--- config.mk ---
export PLATFORM = sky130hd
export DESIGN_NAME = rca_top
export DESIGN_NICKNAME = d
export VERILOG_FILES = /design/src/verilog/rca_pkg.sv /design/src/verilog/rca_core_if.sv /design/src/verilog/rca_prescaler.sv /design/src/verilog/rca_calendar.sv /design/src/verilog/rca_top.sv
export SDC_FILE = /design/constraint.sdc
export NUM_CORES = 1
export LEC_CHECK = 0
export ABC_AREA = 1
export BUFFER_PORTS_ARGS = -buffer_cell sky130_fd_sc_hd__buf_2
export CAP_MARGIN = 20
export CORE_ASPECT_RATIO = 1.75
export CORE_MARGIN = 3
export CORE_UTILIZATION = 51
export DETAILED_ROUTE_END_ITERATION = 10
export HOLD_SLACK_MARGIN = 0.03
export PLACE_DENSITY = 0.77
export REMOVE_ABC_BUFFERS = 1
export SLEW_MARGIN = 5
export SYNTH_ARGS = -nofsm -noshare
export SYNTH_HDL_FRONTEND = slang
export SYNTH_SLANG_ARGS = --single-unit
--- constraint.sdc ---
create_clock -name i_sys_clk -period 5.6 [get_ports i_sys_clk]
set_input_delay 0.56 -clock i_sys_clk [delete_from_list [all_inputs] [get_ports i_sys_clk]]
set_output_delay 0.56 -clock i_sys_clk [all_outputs]
set_load 0.02 [all_outputs]
--- src/verilog/rca_pkg.sv ---
// Constants, register map and shared helper functions of the RTC control block
package rca_pkg;
	// Timing
	localparam int unsigned CLK_HZ = 20_000_000;
	localparam int unsigned TICK_HZ = 256;
	localparam int unsigned TICK_CYCLES = CLK_HZ / TICK_HZ;
	localparam int unsigned ADJ_READ_WAIT_NS = 91600;
	localparam int unsigned ADJ_READ_WAIT_CYC =
		(ADJ_READ_WAIT_NS * (CLK_HZ / 1_000_000) + 999) / 1000;
	localparam int unsigned DIVRST_READ_WAIT_NS = 107000;
	localparam int unsigned DIVRST_READ_WAIT_CYC =
		(DIVRST_READ_WAIT_NS * (CLK_HZ / 1_000_000) + 999) / 1000;

	// Register map, byte addresses
	localparam int ADDR_W = 6;
	localparam logic [5:0] OFS_SUBSEC = 6'h00;
	localparam logic [5:0] OFS_CNT_BASE = 6'h04;
	localparam logic [5:0] OFS_CNT_LAST = 6'h1c;
	localparam logic [5:0] OFS_ALM_BASE = 6'h20;
	localparam logic [5:0] OFS_ALM_LAST = 6'h34;
	localparam logic [5:0] OFS_CTRL1 = 6'h38;
	localparam logic [5:0] OFS_CTRL2 = 6'h3c;

	localparam int NUM_ALM = 6;
	localparam logic [2:0] F_SEC = 3'h0;
	localparam logic [2:0] F_MIN = 3'h1;
	localparam logic [2:0] F_HOUR = 3'h2;
	localparam logic [2:0] F_WDAY = 3'h3;
	localparam logic [2:0] F_DATE = 3'h4;
	localparam logic [2:0] F_MON = 3'h5;
	localparam logic [2:0] F_YEAR = 3'h6;

	// Control field positions
	localparam int C1_CF = 7;
	localparam int C1_CIE = 4;
	localparam int C1_AIE = 3;
	localparam int C1_AF = 0;
	localparam int C2_PEF = 7;
	localparam int C2_PES_LSB = 4;
	localparam int C2_OSC = 3;
	localparam int C2_ADJ = 2;
	localparam int C2_DIVRST = 1;
	localparam int C2_START = 0;
	localparam int ALM_ARM_BIT = 7;

	// Values after reset
	localparam logic [2:0] PES_RST = 3'h0;
	localparam logic OSC_EN_RST = 1'b1;
	localparam logic START_RST = 1'b1;
	localparam logic [7:0] SEC_RST = 8'h00;
	localparam logic [7:0] DATE_RST = 8'h01;
	localparam logic [7:0] MON_RST = 8'h01;

	// Calendar limits
	localparam logic [7:0] SEC_LAST = 8'h59;
	localparam logic [7:0] MIN_LAST = 8'h59;
	localparam logic [7:0] HOUR_LAST = 8'h23;
	localparam logic [7:0] WDAY_LAST = 8'h06;
	localparam logic [7:0] MON_LAST = 8'h12;
	localparam logic [7:0] YEAR_LAST = 8'h99;
	localparam logic [7:0] DAY_FIRST = 8'h01;
	localparam logic [7:0] ROUND_UP_SEC = 8'h30;

	function automatic logic [7:0] field_mask(input logic [2:0] idx);
		logic [7:0] m;
		m = 8'hff;
		if (idx == F_SEC || idx == F_MIN) begin
			m = 8'h7f;
		end else if (idx == F_HOUR || idx == F_DATE) begin
			m = 8'h3f;
		end else if (idx == F_WDAY) begin
			m = 8'h07;
		end else if (idx == F_MON) begin
			m = 8'h1f;
		end
		return m;
	endfunction : field_mask

	function automatic logic [7:0] bcd_step(input logic [7:0] v);
		if (v[3:0] >= 4'h9) begin
			return {v[7:4] + 4'h1, 4'h0};
		end
		return {v[7:4], v[3:0] + 4'h1};
	endfunction : bcd_step

	function automatic logic [7:0] days_in(input logic [7:0] mon, input logic [7:0] yr);
		logic leap;
		leap = (!yr[4] && (yr[3:0] == 4'h0 || yr[3:0] == 4'h4 || yr[3:0] == 4'h8)) ||
			(yr[4] && (yr[3:0] == 4'h2 || yr[3:0] == 4'h6));
		if (mon == 8'h02) begin
			return leap ? 8'h29 : 8'h28;
		end
		if (mon == 8'h04 || mon == 8'h06 || mon == 8'h09 || mon == 8'h11) begin
			return 8'h30;
		end
		return 8'h31;
	endfunction : days_in

	// True on the 1/256 s tick that closes the selected interval
	function automatic logic period_hit(input logic [2:0] pes, input logic [8:0] sub);
		logic h;
		h = 1'b0;
		if (pes == 3'h1) begin
			h = 1'b1;
		end else if (pes == 3'h2) begin
			h = &sub[1:0];
		end else if (pes == 3'h3) begin
			h = &sub[3:0];
		end else if (pes == 3'h4) begin
			h = &sub[5:0];
		end else if (pes == 3'h5) begin
			h = &sub[6:0];
		end else if (pes == 3'h6) begin
			h = &sub[7:0];
		end else if (pes == 3'h7) begin
			h = &sub[8:0];
		end
		return h;
	endfunction : period_hit
endpackage : rca_pkg

--- src/verilog/rca_core_if.sv ---
// Signals shared between the control block, its prescaler and its calendar
interface rca_core_if;
	logic osc_en;
	logic div_reset;
	logic tick;
	logic c64_up;
	logic sec_wrap;
	logic [8:0] sub_cnt;
	logic count_en;
	logic round;
	logic wr_en;
	logic [2:0] wr_sel;
	logic [7:0] wr_data;
	logic [7:0] sec;
	logic [7:0] min;
	logic [7:0] hour;
	logic [7:0] wday;
	logic [7:0] date;
	logic [7:0] mon;
	logic [7:0] year;

	modport presc (input osc_en, div_reset, output tick, c64_up, sec_wrap, sub_cnt);
	modport cal (input sec_wrap, count_en, round, wr_en, wr_sel, wr_data,
		output sec, min, hour, wday, date, mon, year);
	modport ctrl (output osc_en, div_reset, count_en, round, wr_en, wr_sel, wr_data,
		input tick, c64_up, sec_wrap, sub_cnt, sec, min, hour, wday, date, mon, year);
endinterface : rca_core_if

--- src/verilog/rca_prescaler.sv ---
// Prescaler and sub-second counter, stepping at 1/256 s
module rca_prescaler #(
	parameter int unsigned TICK_CYCLES = rca_pkg::TICK_CYCLES
) (
	input wire logic i_sys_clk,
	input wire logic i_rst_n,
	input wire logic i_ce,
	rca_core_if.presc core
);
	localparam int CW = $clog2(TICK_CYCLES);

	if (TICK_CYCLES < 2) begin : g_bad_tick
		$error("TICK_CYCLES must be at least 2");
	end

	logic [CW-1:0] div_reg, div_next;
	logic [8:0] sub_reg, sub_next;
	logic tick;

	always_comb begin
		div_next = div_reg;
		sub_next = sub_reg;
		tick = 1'b0;
		if (core.div_reset) begin
			div_next = '0;
			sub_next = 9'h000;
		end else if (core.osc_en) begin
			if (div_reg == CW'(TICK_CYCLES - 1)) begin
				div_next = '0;
				tick = 1'b1;
				sub_next = sub_reg + 9'h001;
			end else begin
				div_next = div_reg + CW'(1);
			end
		end
	end

	always_ff @(posedge i_sys_clk) begin
		if (!i_rst_n) begin
			div_reg <= '0;
			sub_reg <= 9'h000;
		end else if (i_ce) begin
			div_reg <= div_next;
			sub_reg <= sub_next;
		end
	end

	// Bits 7:2 form the 64 Hz count; bit 8 splits the 2 s period
	assign core.tick = tick;
	assign core.c64_up = tick & (&sub_reg[1:0]);
	assign core.sec_wrap = tick & (&sub_reg[7:0]);
	assign core.sub_cnt = sub_reg;
endmodule : rca_prescaler

--- src/verilog/rca_calendar.sv ---
// BCD time and calendar counters with rounding and software load
module rca_calendar (
	input wire logic i_sys_clk,
	input wire logic i_rst_n,
	input wire logic i_ce,
	rca_core_if.cal core
);
	logic [7:0] sec_reg, sec_next, min_reg, min_next, hour_reg, hour_next;
	logic [7:0] wday_reg, wday_next, date_reg, date_next, mon_reg, mon_next;
	logic [7:0] year_reg, year_next;
	logic c_min, c_hr, c_day, c_mon, c_yr;

	always_comb begin
		sec_next = sec_reg;
		min_next = min_reg;
		hour_next = hour_reg;
		wday_next = wday_reg;
		date_next = date_reg;
		mon_next = mon_reg;
		year_next = year_reg;
		c_min = 1'b0;
		c_hr = 1'b0;
		c_day = 1'b0;
		c_mon = 1'b0;
		c_yr = 1'b0;
		// Rounding wins over a tick in the same cycle; it restarts the divider anyway
		if (core.round) begin
			sec_next = 8'h00;
			c_min = (sec_reg >= rca_pkg::ROUND_UP_SEC);
		end else if (core.count_en && core.sec_wrap) begin
			if (sec_reg == rca_pkg::SEC_LAST) begin
				sec_next = 8'h00;
				c_min = 1'b1;
			end else begin
				sec_next = rca_pkg::bcd_step(sec_reg);
			end
		end
		if (c_min) begin
			if (min_reg == rca_pkg::MIN_LAST) begin
				min_next = 8'h00;
				c_hr = 1'b1;
			end else begin
				min_next = rca_pkg::bcd_step(min_reg);
			end
		end
		if (c_hr) begin
			if (hour_reg == rca_pkg::HOUR_LAST) begin
				hour_next = 8'h00;
				c_day = 1'b1;
			end else begin
				hour_next = rca_pkg::bcd_step(hour_reg);
			end
		end
		if (c_day) begin
			wday_next = (wday_reg == rca_pkg::WDAY_LAST) ? 8'h00 : wday_reg + 8'h01;
			if (date_reg == rca_pkg::days_in(mon_reg, year_reg)) begin
				date_next = rca_pkg::DAY_FIRST;
				c_mon = 1'b1;
			end else begin
				date_next = rca_pkg::bcd_step(date_reg);
			end
		end
		if (c_mon) begin
			if (mon_reg == rca_pkg::MON_LAST) begin
				mon_next = rca_pkg::DAY_FIRST;
				c_yr = 1'b1;
			end else begin
				mon_next = rca_pkg::bcd_step(mon_reg);
			end
		end
		if (c_yr) begin
			year_next = (year_reg == rca_pkg::YEAR_LAST) ? 8'h00 : rca_pkg::bcd_step(year_reg);
		end
		if (core.wr_en) begin
			if (core.wr_sel == rca_pkg::F_SEC) begin
				sec_next = core.wr_data & rca_pkg::field_mask(rca_pkg::F_SEC);
			end else if (core.wr_sel == rca_pkg::F_MIN) begin
				min_next = core.wr_data & rca_pkg::field_mask(rca_pkg::F_MIN);
			end else if (core.wr_sel == rca_pkg::F_HOUR) begin
				hour_next = core.wr_data & rca_pkg::field_mask(rca_pkg::F_HOUR);
			end else if (core.wr_sel == rca_pkg::F_WDAY) begin
				wday_next = core.wr_data & rca_pkg::field_mask(rca_pkg::F_WDAY);
			end else if (core.wr_sel == rca_pkg::F_DATE) begin
				date_next = core.wr_data & rca_pkg::field_mask(rca_pkg::F_DATE);
			end else if (core.wr_sel == rca_pkg::F_MON) begin
				mon_next = core.wr_data & rca_pkg::field_mask(rca_pkg::F_MON);
			end else if (core.wr_sel == rca_pkg::F_YEAR) begin
				year_next = core.wr_data;
			end
		end
	end

	always_ff @(posedge i_sys_clk) begin
		if (!i_rst_n) begin
			sec_reg <= rca_pkg::SEC_RST;
			min_reg <= rca_pkg::SEC_RST;
			hour_reg <= rca_pkg::SEC_RST;
			wday_reg <= rca_pkg::SEC_RST;
			date_reg <= rca_pkg::DATE_RST;
			mon_reg <= rca_pkg::MON_RST;
			year_reg <= rca_pkg::SEC_RST;
		end else if (i_ce) begin
			sec_reg <= sec_next;
			min_reg <= min_next;
			hour_reg <= hour_next;
			wday_reg <= wday_next;
			date_reg <= date_next;
			mon_reg <= mon_next;
			year_reg <= year_next;
		end
	end

	assign core.sec = sec_reg;
	assign core.min = min_reg;
	assign core.hour = hour_reg;
	assign core.wday = wday_reg;
	assign core.date = date_reg;
	assign core.mon = mon_reg;
	assign core.year = year_reg;
endmodule : rca_calendar

--- src/verilog/rca_top.sv ---
// RTC control: Avalon-MM registers, alarm, carry and periodic flags
//
// Decided for this implementation: the Avalon-MM slave port and the address map.
module rca_top #(
	parameter int unsigned TICK_CYCLES = rca_pkg::TICK_CYCLES
) (
	input wire logic i_sys_clk,
	input wire logic i_rst_n,
	input wire logic i_ce,
	input wire logic [5:0] i_avs_address,
	input wire logic i_avs_read,
	input wire logic i_avs_write,
	input wire logic [31:0] i_avs_writedata,
	input wire logic [3:0] i_avs_byteenable,
	output logic [31:0] o_avs_readdata,
	output logic o_avs_waitrequest,
	output logic o_alarm_irq,
	output logic o_carry_irq,
	output logic o_periodic_irq
);
	rca_core_if core ();

	rca_prescaler #(.TICK_CYCLES(TICK_CYCLES)) u_presc (
		.i_sys_clk(i_sys_clk),
		.i_rst_n(i_rst_n),
		.i_ce(i_ce),
		.core(core.presc)
	);

	rca_calendar u_cal (
		.i_sys_clk(i_sys_clk),
		.i_rst_n(i_rst_n),
		.i_ce(i_ce),
		.core(core.cal)
	);

	// Bus handshake: data is prepared on the first edge, taken on the second
	logic ack_reg, ack_next;
	logic [7:0] rdata_reg, rdata_next;
	logic wr_take;
	logic [7:0] wdata;
	logic [7:0] rd_val;
	logic [2:0] cnt_idx, alm_idx;
	logic is_cnt, is_alm;

	// Control state
	logic cf_reg, cf_next, cie_reg, cie_next, aie_reg, aie_next, af_reg, af_next;
	logic pef_reg, pef_next, osc_reg, osc_next, start_reg, start_next;
	logic [2:0] pes_reg, pes_next;
	logic [7:0] alm_reg [rca_pkg::NUM_ALM];
	logic [7:0] alm_next [rca_pkg::NUM_ALM];
	logic match_prev_reg, match_next;
	logic match, any_armed, match_rise;
	logic [7:0] cal_val [rca_pkg::NUM_ALM];
	logic wr_c1, wr_c2, period_evt;

	assign o_avs_waitrequest = (i_avs_read | i_avs_write) & ~(ack_reg & i_ce);
	assign wr_take = i_avs_write & ack_reg & i_ce & i_avs_byteenable[0];
	assign wdata = i_avs_writedata[7:0];
	assign cnt_idx = 3'((i_avs_address - rca_pkg::OFS_CNT_BASE) >> 2);
	assign alm_idx = 3'((i_avs_address - rca_pkg::OFS_ALM_BASE) >> 2);
	assign is_cnt = (i_avs_address >= rca_pkg::OFS_CNT_BASE) &&
		(i_avs_address <= rca_pkg::OFS_CNT_LAST);
	assign is_alm = (i_avs_address >= rca_pkg::OFS_ALM_BASE) &&
		(i_avs_address <= rca_pkg::OFS_ALM_LAST);
	assign wr_c1 = wr_take && (i_avs_address == rca_pkg::OFS_CTRL1);
	assign wr_c2 = wr_take && (i_avs_address == rca_pkg::OFS_CTRL2);

	assign cal_val[0] = core.sec;
	assign cal_val[1] = core.min;
	assign cal_val[2] = core.hour;
	assign cal_val[3] = core.wday;
	assign cal_val[4] = core.date;
	assign cal_val[5] = core.mon;

	// Alarm compare over armed fields only
	always_comb begin
		any_armed = 1'b0;
		match = 1'b1;
		for (int i = 0; i < rca_pkg::NUM_ALM; i++) begin
			if (alm_reg[i][rca_pkg::ALM_ARM_BIT]) begin
				any_armed = 1'b1;
				if ((alm_reg[i] & rca_pkg::field_mask(3'(i))) != cal_val[i]) begin
					match = 1'b0;
				end
			end
		end
		match = match & any_armed;
	end
	// Edge only, so a flag cleared during the matching second is not set again
	assign match_rise = match & ~match_prev_reg;
	assign period_evt = core.tick && rca_pkg::period_hit(pes_reg, core.sub_cnt);

	// Calendar and timebase steering
	assign core.osc_en = osc_reg;
	assign core.count_en = start_reg;
	assign core.round = wr_c2 && wdata[rca_pkg::C2_ADJ];
	assign core.div_reset = wr_c2 &&
		(wdata[rca_pkg::C2_DIVRST] || wdata[rca_pkg::C2_ADJ]);
	assign core.wr_en = wr_take && is_cnt && !start_reg;
	assign core.wr_sel = cnt_idx;
	assign core.wr_data = wdata;

	// Read mux
	always_comb begin
		rd_val = 8'h00;
		if (i_avs_address == rca_pkg::OFS_SUBSEC) begin
			rd_val = {2'b00, core.sub_cnt[7:2]};
		end else if (is_cnt) begin
			if (cnt_idx == rca_pkg::F_SEC) begin
				rd_val = core.sec;
			end else if (cnt_idx == rca_pkg::F_MIN) begin
				rd_val = core.min;
			end else if (cnt_idx == rca_pkg::F_HOUR) begin
				rd_val = core.hour;
			end else if (cnt_idx == rca_pkg::F_WDAY) begin
				rd_val = core.wday;
			end else if (cnt_idx == rca_pkg::F_DATE) begin
				rd_val = core.date;
			end else if (cnt_idx == rca_pkg::F_MON) begin
				rd_val = core.mon;
			end else begin
				rd_val = core.year;
			end
		end else if (is_alm) begin
			rd_val = alm_reg[alm_idx];
		end else if (i_avs_address == rca_pkg::OFS_CTRL1) begin
			rd_val = {cf_reg, 2'b00, cie_reg, aie_reg, 2'b00, af_reg};
		end else if (i_avs_address == rca_pkg::OFS_CTRL2) begin
			rd_val = {pef_reg, pes_reg, osc_reg, 2'b00, start_reg};
		end
	end

	always_comb begin
		ack_next = (i_avs_read | i_avs_write) & ~ack_reg;
		rdata_next = rdata_reg;
		if (i_avs_read && !ack_reg) begin
			rdata_next = rd_val;
		end
	end

	always_comb begin
		cf_next = cf_reg;
		cie_next = cie_reg;
		aie_next = aie_reg;
		af_next = af_reg;
		pef_next = pef_reg;
		pes_next = pes_reg;
		osc_next = osc_reg;
		start_next = start_reg;
		match_next = match;
		for (int i = 0; i < rca_pkg::NUM_ALM; i++) begin
			alm_next[i] = alm_reg[i];
		end
		if (wr_take && is_alm) begin
			alm_next[alm_idx] = wdata & (rca_pkg::field_mask(alm_idx) | 8'h80);
		end
		if (wr_c1) begin
			cf_next = wdata[rca_pkg::C1_CF];
			cie_next = wdata[rca_pkg::C1_CIE];
			aie_next = wdata[rca_pkg::C1_AIE];
			af_next = af_reg & wdata[rca_pkg::C1_AF];
		end
		if (wr_c2) begin
			pef_next = wdata[rca_pkg::C2_PEF];
			pes_next = wdata[rca_pkg::C2_PES_LSB +: 3];
			osc_next = wdata[rca_pkg::C2_OSC];
			start_next = wdata[rca_pkg::C2_START];
		end
		// Hardware events win over a software clear in the same cycle
		if (core.c64_up) begin
			cf_next = 1'b1;
		end
		if (match_rise) begin
			af_next = 1'b1;
		end
		if (period_evt) begin
			pef_next = 1'b1;
		end
	end

	always_ff @(posedge i_sys_clk) begin
		if (!i_rst_n) begin
			ack_reg <= 1'b0;
			rdata_reg <= 8'h00;
			cf_reg <= 1'b0;
			cie_reg <= 1'b0;
			aie_reg <= 1'b0;
			af_reg <= 1'b0;
			pef_reg <= 1'b0;
			pes_reg <= rca_pkg::PES_RST;
			osc_reg <= rca_pkg::OSC_EN_RST;
			start_reg <= rca_pkg::START_RST;
			match_prev_reg <= 1'b0;
			for (int i = 0; i < rca_pkg::NUM_ALM; i++) begin
				alm_reg[i] <= 8'h00;
			end
		end else if (i_ce) begin
			ack_reg <= ack_next;
			rdata_reg <= rdata_next;
			cf_reg <= cf_next;
			cie_reg <= cie_next;
			aie_reg <= aie_next;
			af_reg <= af_next;
			pef_reg <= pef_next;
			pes_reg <= pes_next;
			osc_reg <= osc_next;
			start_reg <= start_next;
			match_prev_reg <= match_next;
			for (int i = 0; i < rca_pkg::NUM_ALM; i++) begin
				alm_reg[i] <= alm_next[i];
			end
		end
	end

	assign o_avs_readdata = {24'h000000, rdata_reg};
	assign o_alarm_irq = af_reg & aie_reg;
	assign o_carry_irq = cf_reg & cie_reg;
	assign o_periodic_irq = pef_reg & (pes_reg != 3'h0);
endmodule : rca_top

==> out/qor.yml <==
yosys:
  async_flop_share_pct: 0
  syn_area_per_cell_sq_um: 6.945
  synthFlopType: "dfxtp_1"
  synth_top_area_share_pct: 19.84
  ys_ff_latch: 150
  synth_area_sq_um: 10290
  synth-edff-count: 48
  ys_seq_area_share_pct: 33.84
  synth.distinct_cells: 55
  synth_warnings: 0
  synth_most_common_cell: "nand2_1"
  netlist.top_cell.by_area: "dfxtp_1"
  ys_top_cells_by_area: "dfxtp_1 20%, edfxtp_1 14%, o21ai_0 9.3%"
  synthTopCellsByCount: "242 x nand2_1, 200 x inv_1, 191 x o21ai_0, 150 x a21oi_1, 131 x nor2_1"
  syn-instance-count: 1482
worst_setup_path:
  crit_path_start_kind: "flip-flop"
  crit_type: "flip-flop to flip-flop"
  end_kind: "flip-flop"
  timing.critical_path.required_ns: 5.92
  endpoint: "u_cal.core.year[0]"
  reg2reg_slack_ns: 2.41
  r2r_end: "u_cal.core.year[0]"
  arrival_ns: 3.51
  r2r-start: "u_presc.core.sub_cnt[0]"
  crit_start: "u_presc.core.sub_cnt[0]"
  ff2ff_path_depth: 14
  crit_path_max_fanout: 20
cts:
  clockRootBuffer: "clkbuf_16"
  clkSinkCount: 150
  cts_tree: "done"
  cts-buffers-inserted: 17
  cts_buffer_depth: 2
  insertion_delay_ns: 0.46
  ctsHoldBuffers: 0
  postCtsSetupRepairBufs: 0
  htreeDepth: 4
  cts-resized-gates: 0
  clk_pin_slew_ns: 0.06
global_route:
  grt_pass1_vias: 10220
  grt.total_usage_pct: 31.66
  grt_first_pass_wirelength_um: 53930
  grt_max_degree: 68
  grt_antenna_before_repair: 0
  gr-total-overflow: 0
die:
  dieHeight_um: 193.9
  die_area_sq_um: 21990
  die_x_um: 113.4
  coreArea_sq_um: 19740
  ioPinCount: 83
  initial_utilization_pct: 52.14
  rows: 68
route:
  via_per_inst: 6.111
  wl_per_cell_um: 20.11
  wirelength_um: 35130
  drt_iter0_drc: 969
  drc_errors: 0
  ant_nets: 0
  vias: 10680
  first_pass_iters: 7
cells_and_area:
  diodes: 0
  stdcell_count: 1747
  final_nets: 1579
  drive_above_1_share_pct: 7.190
  largest_reg_flops: 48
  final_core_util_pct: 56.54
  area_delta_synth_final_pct: 8.425
  final_area_sq_um: 11160
pwr:
  ir_drop_mv: 0.2200
  power_density_nw_per_um2: 248.1
  p_total_mw: 2.768
  power.leakage_nw: 4.468
place:
  place_area_sq_um: 10510
  place_hpwl_um: 25820
  dpl.cell_count: 1713
  place_congestion: 1.043
  pre_cts_slack_ns: 2.090
  portBuffers: 31
timing:
  rsz0062_at_grt: "false"
  fin_tns_setup_ns: 0
  setup_viol: 0
  slew_headroom_pct: 35.65
  fin_crit_ns: 3.191
  fmax_mhz: 313.4
  whs_ns: 0.4656
  hold_viol_final: 0
  period_share_pct: 56.98
  worst_slew_pin_slew_ns: 0.9551
  skew_ns: 0.01931
  fin_ws_ns: 2.409
  drv_slew: 0
min_path:
  hold_class: "flip-flop to flip-flop"
flow_run:
  max-cap-violations: 0
status:
  outcome: "finished, final reports clean"
==> worst max-delay path, stage by stage, from the launching register on <==
cell     delay, ns
dfxtp_1       0.34
ha_1          0.23
nand2_1       0.10
nor2_1        0.24
nand3_1       0.17
nor2_1        0.21
nand4_2       0.24
nand2_4       0.21
nand3_4       0.20
nor2_4        0.49
nand2_2       0.26
nand2_1       0.11
nand3_1       0.08
nand2_1       0.09
a21oi_1       0.05
==> logic make-up (layout without fill, tap and decap cells) <==
family | count (synthesis) | count (layout) | synth area share, %
compound gates | 453 | 453 | 24.52
xor+xnor | 25 | 25 | 2.127
fa+ha+maj | 43 | 43 | 5.227
buf+inv | 282 | 279 | 11.35
flops | 150 | 150 | 33.84
other cells | 1 | 24 | 0.03643
simple gates | 528 | 528 | 22.89
==> placed cells by master (no fill, tap or decap), types with 17 or more instances in the layout <==
| master | n |
|---|---|
| a21oi_1 | 150 |
| a31oi_1 | 21 |
| buf_2 | 32 |
| clkbuf_16 | 18 |
| conb_1 | 24 |
| dfxtp_1 | 102 |
| edfxtp_1 | 48 |
| ha_1 | 43 |
| inv_1 | 200 |
| nand2_1 | 242 |
| nand3_1 | 72 |
| nand4_1 | 18 |
| nor2_1 | 131 |
| nor3_1 | 24 |
| o211ai_1 | 27 |
| o21ai_0 | 190 |
| o22ai_1 | 20 |
| xor2_1 | 17 |
==> worst min path at each step <==
| stage | start | cells past startpoint | to | slack [ns] |
|---|---|---|---|---|
| after CTS | rdata_reg[7] | 2 | rdata_reg[7] | 0.47 |
| after floorplan | u_presc.core.sub_cnt[8] | 2 | u_presc.core.sub_cnt[8] | 0.43 |
| final | rdata_reg[2] | 2 | rdata_reg[2] | 0.47 |
| after detailed placement | rdata_reg[7] | 2 | rdata_reg[7] | 0.46 |
| after global placement | u_presc.core.sub_cnt[8] | 2 | u_presc.core.sub_cnt[8] | 0.45 |
| after global routing | rdata_reg[4] | 2 | rdata_reg[4] | 0.49 |
==> where the power goes <==
part | switching, mW | internal [mW] | total [mW]
clock network | 0.499 | 0.732 | 1.23
logic | 0.244 | 0.0884 | 0.333
registers | 0.0445 | 1.16 | 1.20
total | 0.787 | 1.98 | 2.77
==> metal layers <==
metal	vias up	global-route usage [%]	wire length, um
met5	-	0	0
met4	0	28.48	3677
met3	196	5.184	2601
met2	587	54.13	17140
met1	4892	32.36	11710
li1	5001	-	-
==> area by class of cell <==
class                   count  area, sq um
repair buffers             38        225.2
flip-flops and latches    150         3483
clock inverters            13        167.7
inverters                 209        784.5
clock buffers              19        454.2
multi-input cells        1073         5738
fillers                  1924         8579
well taps                 245        306.5
(Power assumes the default switching activity.)
